## src/hw/uifc_defs.vh

```
`ifndef UIFC_DEFS_VH
`define UIFC_DEFS_VH
// register byte offsets on the apb slave
`define UIFC_OFF_IER 8'h00
`define UIFC_OFF_ISR 8'h04
`define UIFC_OFF_FCR 8'h08
`define UIFC_OFF_LSR 8'h0C
`define UIFC_OFF_MSR 8'h10
`define UIFC_OFF_EFR 8'h14
`define UIFC_OFF_EXTENDED_MODEM_STATUS 8'h18
`define UIFC_OFF_EVT 8'h1C
// field positions
`define UIFC_EFR_ENH 4
`define UIFC_EFR_ARTS 6
`define UIFC_EFR_ACTS 7
`define UIFC_EXTENDED_MODEM_STATUS_IMMERR 6
`define UIFC_FCR_EN 0
`define UIFC_FCR_RXRST 1
`define UIFC_FCR_TXRST 2
`define UIFC_FCR_DMA 3
// reset values
`define UIFC_IER_RST 8'h00
`define UIFC_FCR_RST 8'h00
`define UIFC_EFR_RST 8'h00
`define UIFC_EXTENDED_MODEM_STATUS_RST 8'h00
// interrupt status codes, bits 5..0
`define UIFC_ID_LS 6'h06
`define UIFC_ID_TO 6'h0C
`define UIFC_ID_RX 6'h04
`define UIFC_ID_TX 6'h02
`define UIFC_ID_MS 6'h00
`define UIFC_ID_XOFF 6'h10
`define UIFC_ID_FLOW 6'h20
`define UIFC_ID_NONE 6'h01
// receive timeout: 4 chars plus 12 bits, in bit times
`define UIFC_TO_CHARS 4
`define UIFC_TO_BITS 12
`endif

```

## src/hw/uifc_edge.v

```verilog
`timescale 1ns/100ps
`default_nettype none
// rising-edge detector, one-cycle pulse, gated by an enable level
module uifc_edge (
  // clock and reset
  input wire pclk,
  input wire presetn,
  // level in, pulse out
  input wire level_in,
  input wire gate,
  output wire rise
);
  reg last_reg;
  always @(posedge pclk or negedge presetn) begin
    if (!presetn) begin
      last_reg <= 1'b0;
    end else begin
      last_reg <= level_in;
    end
  end
  assign rise = gate & level_in & ~last_reg;
endmodule // uifc_edge
`default_nettype wire

```

## src/hw/uifc_timeout.v

```verilog
`timescale 1ns/100ps
`default_nettype none
`include "uifc_defs.vh"
// receive timeout timer, counts bit ticks since last rx activity
module uifc_timeout #(
  parameter CHARS = `UIFC_TO_CHARS,
  parameter BITS = `UIFC_TO_BITS,
  parameter CW = 8
) (
  // clock and reset
  input wire pclk,
  input wire presetn,
  // timing inputs
  input wire bit_tick,
  input wire [3:0] char_bits,
  input wire restart,
  input wire armed,
  output wire expired
);
  reg [CW-1:0] cnt_reg;
  wire [CW-1:0] limit;
  assign limit = CHARS[CW-1:0] * {{(CW-4){1'b0}}, char_bits} + BITS[CW-1:0];
  always @(posedge pclk or negedge presetn) begin
    if (!presetn) begin
      cnt_reg <= {CW{1'b0}};
    end else if (restart || !armed) begin
      cnt_reg <= {CW{1'b0}};
    end else if (bit_tick && cnt_reg != limit) begin
      cnt_reg <= cnt_reg + 1'b1;
    end
  end
  // holds until restart so the interrupt stays until serviced
  assign expired = armed && (cnt_reg == limit);
endmodule // uifc_timeout
`default_nettype wire

```

## src/hw/uifc_top.v

```verilog
`timescale 1ns/100ps
`default_nettype none
`include "uifc_defs.vh"
module uifc_top #(
  parameter TO_W = 8
) (
  // apb
  input wire pclk,
  input wire presetn,
  input wire psel,
  input wire penable,
  input wire pwrite,
  input wire [7:0] paddr,
  input wire [31:0] pwdata,
  output reg [31:0] prdata,
  output reg pready,
  output reg pslverr,
  // receive side status
  input wire rx_data_present,
  input wire rx_at_trigger,
  input wire rx_overrun,
  input wire [2:0] rx_head_errors,
  input wire rx_fifo_error,
  input wire rx_char_stored,
  input wire rx_head_pop,
  input wire bit_tick,
  input wire [3:0] char_bits,
  // transmit side status
  input wire tx_holding_empty,
  input wire tx_below_trigger,
  input wire tx_all_empty,
  input wire rs485_auto,
  // modem and flow control
  input wire [3:0] modem_delta,
  input wire rts_level,
  input wire cts_level,
  input wire xoff_match,
  input wire xon_match,
  // block outputs
  output reg irq,
  output reg fifo_enable,
  output reg rx_fifo_reset,
  output reg tx_fifo_reset,
  output reg dma_mode,
  output reg sleep_enable,
  output reg polled_mode,
  output reg [7:0] line_status
);
////////////////////////////////////////////////////////////////////////
  reg [7:0] ier_reg;
  reg [7:0] efr_reg;
  reg [7:0] extended_modem_status_reg;
  reg [5:0] latched_id_reg;
  reg ls_pend_reg;
  reg tx_pend_reg;
  reg ms_pend_reg;
  reg xoff_pend_reg;
  reg flow_pend_reg;
  reg tx_empty_last_reg;
  reg [31:0] rdata_next;
  reg [5:0] id_next;
  wire wr_acc;
  wire rd_acc;
  wire setup;
  wire enh;
  wire fifo_on;
  wire rd_isr;
  wire rd_lsr;
  wire rd_msr;
  wire wr_thr;
  wire rts_rise;
  wire cts_rise;
  wire to_expired;
  wire err_event;
  wire tx_source;
  wire tx_rise;
  wire rx_pend;
  wire to_pend;
  wire [7:0] lsr_now;
  assign setup = psel & ~penable;
  assign wr_acc = psel & penable & pready & pwrite;
  assign rd_acc = psel & penable & pready & ~pwrite;
  assign enh = efr_reg[`UIFC_EFR_ENH];
  assign fifo_on = fifo_enable;
  // reads of the receive holding arrive as the rx_head_pop side-band strobe from the datapath;
  // writes to the transmit holding are decoded here from the event reg
  assign rd_isr = rd_acc && paddr == `UIFC_OFF_ISR;
  assign rd_lsr = rd_acc && paddr == `UIFC_OFF_LSR;
  assign rd_msr = rd_acc && paddr == `UIFC_OFF_MSR;
  assign wr_thr = wr_acc && paddr == `UIFC_OFF_EVT && pwdata[0];
////////////////////////////////////////////////////////////////////////
  // polled line status bits
  assign lsr_now = {rx_fifo_error, tx_all_empty, tx_holding_empty,
    rx_head_errors, rx_overrun, rx_data_present};
  // priority encoder used for both read data and interrupt output
  function [5:0] pick_id;
    input ls, to, rx, tx, ms, xo, fl;
    begin
      if (ls) pick_id = `UIFC_ID_LS;
      else if (to) pick_id = `UIFC_ID_TO;
      else if (rx) pick_id = `UIFC_ID_RX;
      else if (tx) pick_id = `UIFC_ID_TX;
      else if (ms) pick_id = `UIFC_ID_MS;
      else if (xo) pick_id = `UIFC_ID_XOFF;
      else if (fl) pick_id = `UIFC_ID_FLOW;
      else pick_id = `UIFC_ID_NONE;
    end
  endfunction
////////////////////////////////////////////////////////////////////////
  // rts rising under auto rts
  uifc_edge u_rts (
    .pclk(pclk),
    .presetn(presetn),
    .level_in(rts_level),
    .gate(efr_reg[`UIFC_EFR_ARTS]),
    .rise(rts_rise)
  );
  uifc_edge u_cts (
    .pclk(pclk),
    .presetn(presetn),
    .level_in(cts_level),
    .gate(efr_reg[`UIFC_EFR_ACTS]),
    .rise(cts_rise)
  );
  uifc_timeout #(
    .CHARS(`UIFC_TO_CHARS),
    .BITS(`UIFC_TO_BITS),
    .CW(TO_W)
  ) u_to (
    .pclk(pclk),
    .presetn(presetn),
    .bit_tick(bit_tick),
    .char_bits(char_bits),
    .restart(rx_char_stored | rx_head_pop),
    .armed(fifo_on & rx_data_present),
    .expired(to_expired)
  );
////////////////////////////////////////////////////////////////////////
  // errors at readout unless immediate mode selected
  assign err_event = rx_overrun |
    ((extended_modem_status_reg[`UIFC_EXTENDED_MODEM_STATUS_IMMERR] ? rx_char_stored : rx_head_pop) &
    (|rx_head_errors));
  // transmit source depends on fifo and rs485 mode
  assign tx_source = rs485_auto ? tx_all_empty :
    (fifo_on ? (tx_below_trigger | tx_all_empty) : tx_holding_empty);
  assign tx_rise = tx_source & ~tx_empty_last_reg;
  // receive source, level based so it holds until drained
  assign rx_pend = ier_reg[0] &
    (fifo_on ? rx_at_trigger : rx_data_present);
  // head read restarts timer and clears this
  assign to_pend = ier_reg[0] & to_expired;
  always @* begin
    id_next = pick_id(ls_pend_reg, to_pend, rx_pend, tx_pend_reg,
      ms_pend_reg, xoff_pend_reg & enh, flow_pend_reg & enh);
  end
////////////////////////////////////////////////////////////////////////
  always @(posedge pclk or negedge presetn) begin
    if (!presetn) begin
      ls_pend_reg <= 1'b0;
      tx_pend_reg <= 1'b0;
      ms_pend_reg <= 1'b0;
      xoff_pend_reg <= 1'b0;
      flow_pend_reg <= 1'b0;
      tx_empty_last_reg <= 1'b0;
    end else begin
      tx_empty_last_reg <= tx_source;
      // line status sources; line status read clears
      if (ier_reg[2] && (err_event || (!fifo_on && |lsr_now[4:1])))
        ls_pend_reg <= 1'b1;
      else if (rd_lsr)
        ls_pend_reg <= 1'b0;
      // fires at once when enabled while empty
      // status read or holding write clears, new event wins
      if ((ier_reg[1] && tx_rise) || (wr_acc && paddr == `UIFC_OFF_IER &&
          pwdata[1] && !ier_reg[1] && tx_source))
        tx_pend_reg <= 1'b1;
      else if (!ier_reg[1] || wr_thr ||
          (rd_isr && latched_id_reg == `UIFC_ID_TX))
        tx_pend_reg <= 1'b0;
      if (ier_reg[3] && |modem_delta)
        ms_pend_reg <= 1'b1;
      else if (rd_msr)
        ms_pend_reg <= 1'b0;
      // xoff gated; held until xon, cleared by status read
      if (ier_reg[5] && xoff_match)
        xoff_pend_reg <= 1'b1;
      else if (xon_match || (rd_isr && latched_id_reg == `UIFC_ID_XOFF))
        xoff_pend_reg <= 1'b0;
      // rts cts; modem read clears flow change
      if ((ier_reg[6] && rts_rise) || (ier_reg[7] && cts_rise))
        flow_pend_reg <= 1'b1;
      else if (rd_msr)
        flow_pend_reg <= 1'b0;
    end
  end
////////////////////////////////////////////////////////////////////////
  // register writes
  always @(posedge pclk or negedge presetn) begin
    if (!presetn) begin
      ier_reg <= `UIFC_IER_RST;
      efr_reg <= `UIFC_EFR_RST;
      extended_modem_status_reg <= `UIFC_EXTENDED_MODEM_STATUS_RST;
      fifo_enable <= 1'b0;
      rx_fifo_reset <= 1'b0;
      tx_fifo_reset <= 1'b0;
      dma_mode <= 1'b0;
    end else begin
      rx_fifo_reset <= 1'b0;
      tx_fifo_reset <= 1'b0;
      if (wr_acc) begin
        case (paddr)
          `UIFC_OFF_IER: begin
            // upper enables guarded by enhanced bit
            ier_reg[3:0] <= pwdata[3:0];
            if (enh) ier_reg[7:4] <= pwdata[7:4];
          end
          `UIFC_OFF_FCR: begin
            fifo_enable <= pwdata[`UIFC_FCR_EN];
            // other bits only with enable in same write
            if (pwdata[`UIFC_FCR_EN]) begin
              rx_fifo_reset <= pwdata[`UIFC_FCR_RXRST];
              tx_fifo_reset <= pwdata[`UIFC_FCR_TXRST];
              dma_mode <= pwdata[`UIFC_FCR_DMA];
            end
          end
          `UIFC_OFF_EFR: efr_reg <= pwdata[7:0];
          `UIFC_OFF_EXTENDED_MODEM_STATUS: extended_modem_status_reg <= pwdata[7:0];
          default: begin
          end
        endcase
      end
    end
  end
////////////////////////////////////////////////////////////////////////
  // apb read mux
  always @* begin
    rdata_next = 32'h00000000;
    case (paddr)
      `UIFC_OFF_IER: rdata_next[7:0] = ier_reg;
      // only highest pending source; fifo status bits
      `UIFC_OFF_ISR: rdata_next[7:0] = {fifo_on, fifo_on, id_next};
      `UIFC_OFF_LSR: rdata_next[7:0] = lsr_now;
      `UIFC_OFF_MSR: rdata_next[7:0] = {2'b00, flow_pend_reg,
        xoff_pend_reg, modem_delta};
      `UIFC_OFF_EFR: rdata_next[7:0] = efr_reg;
      `UIFC_OFF_EXTENDED_MODEM_STATUS: rdata_next[7:0] = extended_modem_status_reg;
      default: rdata_next = 32'h00000000;
    endcase
  end
  // one wait state: setup, access with pready low, access with pready high
  always @(posedge pclk or negedge presetn) begin
    if (!presetn) begin
      prdata <= 32'h00000000;
      pready <= 1'b0;
      pslverr <= 1'b0;
      latched_id_reg <= `UIFC_ID_NONE;
    end else begin
      pready <= psel & penable & ~pready;
      pslverr <= psel & penable & ~pready & (paddr[1:0] != 2'b00 ||
        paddr > `UIFC_OFF_EVT || (!pwrite && paddr == `UIFC_OFF_FCR));
      if (psel && penable && !pready)
        prdata <= (paddr == `UIFC_OFF_FCR) ? 32'h00000000 : rdata_next;
      // freeze id seen by this read so the clear hits that source
      if (setup || (psel && penable && !pready))
        latched_id_reg <= id_next;
    end
  end
////////////////////////////////////////////////////////////////////////
  // registered outputs
  always @(posedge pclk or negedge presetn) begin
    if (!presetn) begin
      irq <= 1'b0;
      sleep_enable <= 1'b0;
      polled_mode <= 1'b0;
      line_status <= 8'h00;
    end else begin
      irq <= ~id_next[0];
      sleep_enable <= ier_reg[4] & enh;
      polled_mode <= fifo_on & (ier_reg[3:0] == 4'h0);
      line_status <= lsr_now;
    end
  end
endmodule // uifc_top
`default_nettype wire

```

## config.mk

```make
export PLATFORM = sky130hd
export DESIGN_NAME = uifc_top
export DESIGN_NICKNAME = d
export VERILOG_FILES = /design/src/hw/uifc_edge.v /design/src/hw/uifc_timeout.v /design/src/hw/uifc_top.v
export VERILOG_INCLUDE_DIRS = /design/src /design/src/hw
export SDC_FILE = /design/constraint.sdc
export NUM_CORES = 1
export LEC_CHECK = 0
export ABC_AREA = 1
export BUFFER_PORTS_ARGS = -buffer_cell sky130_fd_sc_hd__clkbuf_2
export CORE_ASPECT_RATIO = 1.1
export CORE_MARGIN = 1.5
export CORE_UTILIZATION = 45
export CTS_BUF_LIST = sky130_fd_sc_hd__clkbuf_8
export DETAILED_ROUTE_END_ITERATION = 8
export PLACE_DENSITY = 0.79
export SLEW_MARGIN = 15
export SYNTH_ARGS = -nofsm -noshare
export SYNTH_HDL_FRONTEND = slang
export SYNTH_HIERARCHICAL = 1
export SYNTH_SLANG_ARGS = --single-unit
```

## constraint.sdc

```tcl
create_clock -name pclk -period 1.9 [get_ports pclk]
set_input_delay 0.38 -clock pclk [delete_from_list [all_inputs] [get_ports pclk]]
set_output_delay 0.38 -clock pclk [all_outputs]
set_load 0.02 [all_outputs]
```

==> results of run 1 <==
## critical path, cell delays in order (launching register included)
cell and delay (ps):
dfrtp_1 400, inv_2 70, ha_1 150, nand2_1 60, nor2_1 90, nand3_1 100
nor2_2 160, nand2_4 80, nor2_4 100, nand2_4 70, nor2_4 130, nand2_2 70
o21ai_2 60, inv_1 60, nand2_2 60, nand2_1 40, nand2_1 60
## power groups by stage
stage	logic (mW)	registers, mW	clock network [mW]
floorplan	0.221	1.59	0
global placement	0.344	1.58	0
detailed placement	0.355	1.58	0
CTS	0.355	1.55	1.19
global route	0.396	1.55	1.26
finish	0.359	1.55	1.15
## worst max-delay path by stage
stage | startpoint | to | cells past startpoint
final | u_to/cnt_reg[0] | prdata[3] | 16
after floorplan | char_bits[0] | prdata[3] | 16
after global placement | char_bits[1] | prdata[5] | 16
after detailed placement | char_bits[0] | prdata[5] | 17
after CTS | u_to/cnt_reg[0] | prdata[5] | 15
after global routing | u_to/cnt_reg[0] | prdata[3] | 16
## stage by stage
step | hold slack, ps | utilization | area, sq um | setup TNS [ps] | power [mW]
after detailed placement | 431 | 0.510 | 4550 | -1360 | 1.93
after floorplan | 84.4 | - | 4240 | 0 | 1.82
final | 27.0 | 0.537 | 4790 | 0 | 3.06
after global placement | 430 | 0.510 | 4550 | -554 | 1.92
after CTS | 32.5 | 0.531 | 4740 | 0 | 3.09
after global routing | 46.8 | 0.537 | 4790 | -231 | 3.21
## Yosys cell counts
master    count  area share
o32a_1        1      0.0024
nand3_2       4      0.0097
nor2_8        3       0.014
inv_1        52       0.047
nand2_8       1      0.0048
buf_4        25       0.045
ha_1          3      0.0090
nor3_4        1      0.0039
dfstp_2       1      0.0063
o21bai_1      1      0.0018
a41oi_2       1      0.0039
o21ai_1       6      0.0072
clkinv_4      1      0.0021
inv_2        10      0.0090
nand4_1      16       0.024
conb_1        1     0.00090
nor2_1       33       0.030
nor3_1        4      0.0048
nor2_4        5       0.014
nand3_1      51       0.062
nor3_2        1      0.0024
nor2_2        6      0.0090
a21oi_1       3      0.0036
buf_8         1      0.0036
xnor2_1       1      0.0021
dfrtp_1      70        0.42
a22oi_1       1      0.0018
or2_2         1      0.0015
o21ai_0      16       0.019
nand4_4       1      0.0051
buf_2         5      0.0060
nor4_1        2      0.0030
clkinv_2      1      0.0012
nand3b_1      2      0.0036
o21ai_2      17       0.036
nand2_4       5       0.014
xor2_1        4      0.0084
nand3_4       2      0.0084
buf_6         3      0.0081
nand2_2      10       0.015
nand2_1     137        0.12
## what timing repair did
item / CTS / global route
endpoints found under the setup margin: 0 / 11
buffers inserted: 0 / 2
hold buffers: 0 / 0
gates resized for setup: 0 / 10
## cell families after synthesis
kind of cell    share of synthesized area
compound gates                     0.0760
xor+xnor                           0.0106
fa+ha+maj                         0.00905
buf+inv                             0.122
flops                               0.429
other cells                      0.000904
simple gates                        0.353
## routing by layer
layer  vias up  track usage  part of all wire
met5         -            0                 0
li1       1752            -                 -
met4         0       0.0864             0.020
met2       162        0.358              0.50
met3        17       0.0396             0.067
met1      1684        0.286              0.41
## area by class of cell
type | instances | share of cell area
inverters | 64 | 0.0515
repair buffers | 82 | 0.0941
flip-flops and latches | 71 | 0.372
clock buffers | 9 | 0.0259
clock inverters | 7 | 0.0128
multi-input cells | 363 | 0.414
well taps | 114 | 0.0298
==> summary.md, run 1 <==
| Metric | Value |
|---|---|
| Max Clock Skew | 7.39 ps |
| Type of origin of the critical path | flip-flop |
| # diodes | 0 |
| Max cap viols | 0 |
| DP HPWL | 7450 um |
| Final Wtd Congestion | 0.934 |
| Psw | 922 uW |
| Worst reg2reg setup slack | 70 ps |
| Worst-path clk slew | 80 ps |
| Area grow syn2layout | 15.3% |
| Reg power frac | 0.507 |
| Final WS setup | 71.9 ps |
| Antenna viol nets, final | 0 |
| Post-synthesis register bit count | 71 |
| Die H | 104 um |
| Pleak | 2.63 nW |
| Via count | 3615 |
| CTS Buffer Depth | 2 |
| Unrepaired setup endpoints after global routing | true |
| Core Box Area | 8920 sq um |
| CTS tree | yes |
| Largest net degree at the start of global routing | 72 |
| IO Count | 120 |
| Required @ worst endpoint | 2210 ps |
| Non-Filler Instances | 710 |
| CP max FO | 3 |
| Synth warn | 6 |
| Root Buffer | clkbuf_8 |
| Distinct cells, synth | 41 |
| Fmax achieved | 547 MHz |
| Routed vias/inst | 5.09 |
| Reg area | 1780 sq um |
| First-pass GRT wire length | 16800 um |
| Initial antenna violation count | 0 |
| Die X | 94.6 um |
| FF-to-FF Start | u_to/cnt_reg[0] |
| Power share of the combinational group | 0.117 |
| Clock Sinks | 71 |
| Status | finished clean |
| GRT Resource Usage Total | 0.220 |
| Max-slew violation count | 0 |
| Worst reg2reg path depth | 16 |
| Min-delay worst type | input pin to async pin |
| Nets | 665 |
| Die ar. | 9810 sq um |
| Fillers | 836 |
| Most frequent cells in the layout | 135 x nand2_1, 70 x dfrtp_1, 70 x clkbuf_2 |
| Starting DRT DRC Count | 242 |
| Mean routed wirelength per cell | 14.0 um |
| Number of port buffers | 71 |
| Crit. End Element | flip-flop |
| Worst-Skew Late Latency | 360 ps |
| Worst slack, placed | -178 ps |
| Crit Reg-Reg Endpoint | prdata[3] |
| P_int | 2.14 mW |
| Syn Inst Count | 509 |
| Vias in the first global route | 3511 |
| Detailed Route WL | 9920 um |
| Final min period | 1830 ps |
| Starting density of the core | 0.465 |
| Layout cell share with drive strength beyond 1 | 0.295 |
| PD cells | 639 nW/um^2 |
| Clock share of power | 0.376 |
| Endpoints failing setup | 0 |
| Area of the multi-input gates | 1980 sq um |
| Site Rows | 36 |
| Sequential share of the synthesized area | 0.429 |
| Final Hold Fails | 0 |
| Max VDD drop | 334 uV |
| Critical path type | flip-flop to flip-flop |
| Total placed cells including tap cells | 692 |
| Post-Syn Area per Cell | 8.15 sq um |
| First-pass iteration count of the detailed router | 5 |
| Worst Path Arrival | 2130 ps |
| Synthesized area | 4150 sq um |
| Htree depth | 3 |
| CTS Buf Count | 9 |
| Tcrit/Tclk final | 0.962 |
| DRC viols | 0 |
| Sw Share | 0.302 |
| Leading cell type in the layout, fill and taps excluded | nand2_1 |
| Global route overflow | 0 |
No activity file was read; power rests on OpenSTA's default activity.
==> inputs of run 2 (changes only) <==
clock period = 1.7 ns   (was 1.9 ns; I/O delays follow)
==> run 2 against run 1 <==
  * The run now ends with hold timing, setup timing left
  * Fmax is 2.0% lower
  * Wire length shrank 2.1%
  * Setup slack worse by 240 ps
  * Total power rose by 23%
  * Die area is the same
  * Clock power is 40% higher
  * Cell count rose by 1.3%
  * Combinational power up 17%
  * Global-route usage is 1.0 points lower
  * Critical path type unchanged
  * Largest cell class unchanged
  * Largest power group unchanged
  * Highest routed layer unchanged
==> summary.md, run 2 (synthesis gave the netlist of run 1 again) <==
| Metric | Value |
|---|---|
| First-pass GRT wire length | 16100 um |
| Min-delay worst type | input pin to async pin |
| Max VDD drop | 533 uV |
| Pleak | 2.71 nW |
| Tcrit/Tclk final | 1.10 |
| GRT Resource Usage Total | 0.209 |
| Clock Sinks | 71 |
| PD cells | 751 nW/um^2 |
| Via count | 3618 |
| Worst hold slack | -17.2 ps |
| Endpoints failing setup | 9 |
| Critical path type | flip-flop to flip-flop |
| DRT met1 WL | 4110 um |
| Required @ worst endpoint | 1940 ps |
| Failing checks | hold timing, setup timing |
| Crit-path max cell delay | 400 ps |
| Largest net degree at the start of global routing | 72 |
| Worst-Skew Late Latency | 360 ps |
| CTS Buf Count | 9 |
| Worst slack, placed | -309 ps |
| CTS tree | yes |
| Nets | 674 |
| Leading cell type in the layout, fill and taps excluded | nand2_1 |
| Die H | 104 um |
| # diodes | 0 |
| FF-to-FF Start | u_to/cnt_reg[0] |
| DP HPWL | 7320 um |
| Status | finished, violations left |
| Worst reg2reg path depth | 15 |
| Htree depth | 3 |
| Routed vias/inst | 5.03 |
| Starting density of the core | 0.465 |
| IO Count | 120 |
| Vias in the first global route | 3473 |
| Final Wtd Congestion | 0.954 |
| Final WS setup | -166 ps |
| Site Rows | 36 |
| Global route overflow | 0 |
| Detailed Route WL | 9700 um |
| DRC viols | 0 |
| Mean routed wirelength per cell | 13.5 um |
| Area grow syn2layout | 20.7% |
| Final min period | 1870 ps |
| Crit. End Element | flip-flop |
| Crit Reg-Reg Endpoint | prdata[1] |
| Max Clock Skew | 12.8 ps |
| Layout cell share with drive strength beyond 1 | 0.329 |
| Initial antenna violation count | 0 |
| Worst reg2reg setup slack | -170 ps |
| Critical-path top delay cell | dfrtp_1 |
| Number of port buffers | 71 |
| Met2 wire len | 4790 um |
| Worst Path Arrival | 2110 ps |
| Antenna viol nets, final | 0 |
| Die X | 94.6 um |
| DR top layer | met4 |
| Type of origin of the critical path | flip-flop |
| Starting DRT DRC Count | 225 |
| Max cap viols | 0 |
| Core Box Area | 8920 sq um |
| CP max FO | 3 |
| Unrepaired setup endpoints after global routing | true |
| Die ar. | 9810 sq um |
| Final Hold Fails | 17 |
| Crit path top cell by count | nand2_1 |
| CTS Buffer Depth | 2 |
| Worst-path clk slew | 80 ps |
| DR WL met3 | 568 um |
| Max-slew violation count | 0 |
| Total power | 3.76 mW |
| First-pass iteration count of the detailed router | 7 |
| Fillers | 806 |
| Fmax achieved | 536 MHz |
| Most frequent cells in the layout | 130 x nand2_1, 70 x dfrtp_1, 70 x clkbuf_2 |
| Root Buffer | clkbuf_8 |
| Critical Path, Cell by Cell | inv_2 > ha_4 > nand2_2 > nor2_2 > nand3_1 > nor2_2 > nand2_4 > nor2_4 > nand2_4 > nand3_2 > nand2_2 > nand2_1 > nand3_2 > nand2_1 > nand2_1 |
run 2: area by class of cell:
cell class | count | area (sq um) | area share
clock inverters | 7 | 114 | 0.0227
well taps | 114 | 143 | 0.0285
multi-input cells | 363 | 2050 | 0.410
clock buffers | 9 | 124 | 0.0247
repair buffers | 91 | 538 | 0.107
inverters | 64 | 259 | 0.0517
flip-flops and latches | 71 | 1780 | 0.355
run 2: through the flow:
stage	cell area [sq um]	util	TNS, ps	instances
after floorplan	4280	-	-49.7	532
after global placement	4660	0.522	-2260	699
after detailed placement	4660	0.522	-3050	699
after CTS	4910	0.551	-666	716
after global routing	5010	0.562	-2060	719
final	5010	0.562	-685	719
run 2: what timing repair did:
action	CTS	global route
buffers inserted	1	3
pin swaps	1	11
gates resized for setup	3	23
hold buffers	0	0
endpoints found under the setup margin	11	19
run 2: worst max-delay path, delay by kind of cell (launching register included):
family	cells	cell delay (ps)
buffers and inverters	1	80
AND/OR/NAND/NOR	13	1150
flip-flops	1	400
adder cells (fa/ha/maj)	1	130
run 2: how the worst max path moves through the flow:
stage	from	to	slack (ps)
global route	u_to/cnt_reg[0]	prdata[1]	-280
floorplan	char_bits[1]	prdata[1]	-20
detailed placement	char_bits[1]	prdata[1]	-310
global placement	char_bits[1]	prdata[3]	-260
CTS	u_to/cnt_reg[0]	prdata[3]	-120
finish	u_to/cnt_reg[0]	prdata[1]	-170
run 2: per-layer routing:
layer / vias up / track usage
met4: 0 / 0.0672
met3: 23 / 0.0448
met2: 140 / 0.351
li1: 1773 / -
met5: - / 0
met1: 1682 / 0.266
run 2: power breakdown:
group,leakage (nW),total (mW),internal [mW],switching [mW]
Clock,0.122,1.61,0.966,0.642
Combinational,1.69,0.419,0.126,0.293
Sequential,0.907,1.73,1.72,0.0154
==> inputs of run 3 (changes only) <==
TNS_END_PERCENT = 20   (was default)
==> run 3 against run 2 <==
  * The run still ends with hold timing, setup timing left
  * Wire length is 3.3% higher
  * Sequential share of layout area hardly changed
  * Clock-buffer cell count stayed put
  * Via count is 0.86% lower
  * Core utilization hardly changed
  * Largest power group unchanged
  * Highest routed layer unchanged
==> summary.md, run 3 (synthesis gave the netlist of run 1 again) <==
| Metric | Value |
|---|---|
| IO Count | 120 |
| Worst slack, placed | -285 ps |
| # diodes | 0 |
| Nets | 682 |
| Core Box Area | 8920 sq um |
| Non-Filler Instances | 727 |
| CP max FO | 3 |
| Worst-Skew Late Latency | 360 ps |
| Max-slew violation count | 0 |
| Die H | 104 um |
| Root Buffer | clkbuf_8 |
| Initial antenna violation count | 0 |
| Leading cell type in the layout, fill and taps excluded | nand2_1 |
| Failing checks | hold timing, setup timing |
| Required @ worst endpoint | 1990 ps |
| Area grow syn2layout | 20.8% |
| Final Wtd Congestion | 0.952 |
| Max VDD drop | 537 uV |
| Starting DRT DRC Count | 211 |
| Most frequent cells in the layout | 133 x nand2_1, 70 x dfrtp_1, 70 x clkbuf_2 |
| Status | finished, violations left |
| First-pass iteration count of the detailed router | 4 |
| Critical path type | flip-flop to flip-flop |
| Via count | 3587 |
| Final min period | 1760 ps |
| Crit-path max cell delay | 400 ps |
| Layout cell share with drive strength beyond 1 | 0.328 |
| Unrepaired setup endpoints after global routing | true |
| PD cells | 701 nW/um^2 |
| Max cap viols | 0 |
| Routed vias/inst | 4.93 |
| CTS tree | yes |
| Final Hold Fails | 2 |
| Antenna viol nets, final | 0 |
| Type of origin of the critical path | flip-flop |
| Crit. End Element | flip-flop |
| Die ar. | 9810 sq um |
| Die X | 94.6 um |
| Total placed cells including tap cells | 700 |
| Final WS setup | -59.6 ps |
| Critical Path, Cell by Cell | inv_2 > ha_4 > nand2_2 > nor2_2 > nand3_2 > nor2_4 > nand2_4 > nor2_4 > nand2_4 > nor2_4 > nand2_2 > o21ai_2 > inv_1 > nand2_1 > nand2_1 > nand2_1 |
| Critical-path top delay cell | dfrtp_1 |
| Endpoints failing setup | 5 |
| CTS Buf Count | 9 |
| Worst Path Arrival | 2050 ps |
| Min-delay worst type | input pin to async pin |
| Vias in the first global route | 3521 |
| Pleak | 2.74 nW |
| GRT Resource Usage Total | 0.220 |
| Number of port buffers | 71 |
| Starting density of the core | 0.465 |
| Worst hold slack | -2.69 ps |
| Worst reg2reg setup slack | -60 ps |
| Global route overflow | 0 |
| Mean routed wirelength per cell | 13.8 um |
| Fillers | 815 |
| DRC viols | 0 |
| Htree depth | 3 |
| CTS Buffer Depth | 2 |
| DP HPWL | 7380 um |
| Tcrit/Tclk final | 1.04 |
| Clock Sinks | 71 |
| Largest net degree at the start of global routing | 72 |
| Max Clock Skew | 9.29 ps |
| First-pass GRT wire length | 16700 um |
| Fmax achieved | 568 MHz |
| Detailed Route WL | 10000 um |
| Site Rows | 36 |
| Worst-path clk slew | 80 ps |
| Final TNS setup | -214 ps |
-- run 3: cell count changes in the layout (fill, tap and decap cells not counted), sizes merged --
| cell | delta |
|---|---|
| buf | +8 |
| inv | -1 |
| bufinv | -2 |
| clkinv | +2 |
| clkinvlp | +1 |
-- run 3: layout make-up --
cell class                      count  area [sq um]  area share
Timing Repair Buffer               99           621       0.124
Clock inverter                      7          72.6      0.0145
Sequential cell                    71          1780       0.355
Inverter                           64           246      0.0492
Multi-Input combinational cell    363          2030       0.405
Clock buffer                        9           124      0.0247
Tap cell                          114           143      0.0285
-- run 3: repair_timing --
| action | CTS | global route |
|---|---|---|
| hold buffers | 0 | 0 |
| pin swaps | 11 | 9 |
| setup buffers | 12 | 0 |
| gates cloned | 0 | 0 |
| setup endpoints to repair | 10 | 21 |
| gates resized for setup | 10 | 21 |
-- run 3: where the power goes --
| part | leakage (nW) | switching [mW] | internal (mW) |
|---|---|---|---|
| Clock | 0.0956 | 0.674 | 0.679 |
| Combinational | 1.74 | 0.296 | 0.132 |
| Sequential | 0.907 | 0.0154 | 1.72 |
| Total | 2.74 | 0.986 | 2.53 |
-- run 3: path summary, 6_finish.rpt --
path,startpoint,end,cells past startpoint
max,u_to/cnt_reg[1],prdata[3],16
min,presetn,extended_modem_status_reg[7],2
max reg2reg,u_to/cnt_reg[1],prdata[3],16
min reg2reg,ier_reg[3],polled_mode,1
max in group asynchronous,presetn,latched_id_reg[0],2
min in group pclk,rts_level,u_rts/last_reg,1
-- run 3: worst max-delay path, delay by kind of cell (launching register included) --
kind / cells / cell delay, ps
buf+inv: 2 / 140
compound gates: 1 / 60
fa+ha+maj: 1 / 130
flops: 1 / 400
simple gates: 12 / 960
-- run 3: per-stage QoR --
stage               hold slack (ps)  utilization  area, sq um  total power, mW
floorplan                      44.4            -         4240             2.03
global placement                392        0.519         4630             2.16
detailed placement              397        0.519         4630             2.17
CTS                            4.83        0.555         4950             3.53
global route                   13.6        0.562         5010             3.67
finish                        -2.69        0.562         5010             3.51
-- run 3: routing by layer --
layer / share of wire / GRT usage
met5: 0 / 0
met4: 0.031 / 0.0991
met3: 0.056 / 0.0411
met2: 0.48 / 0.346
met1: 0.43 / 0.293
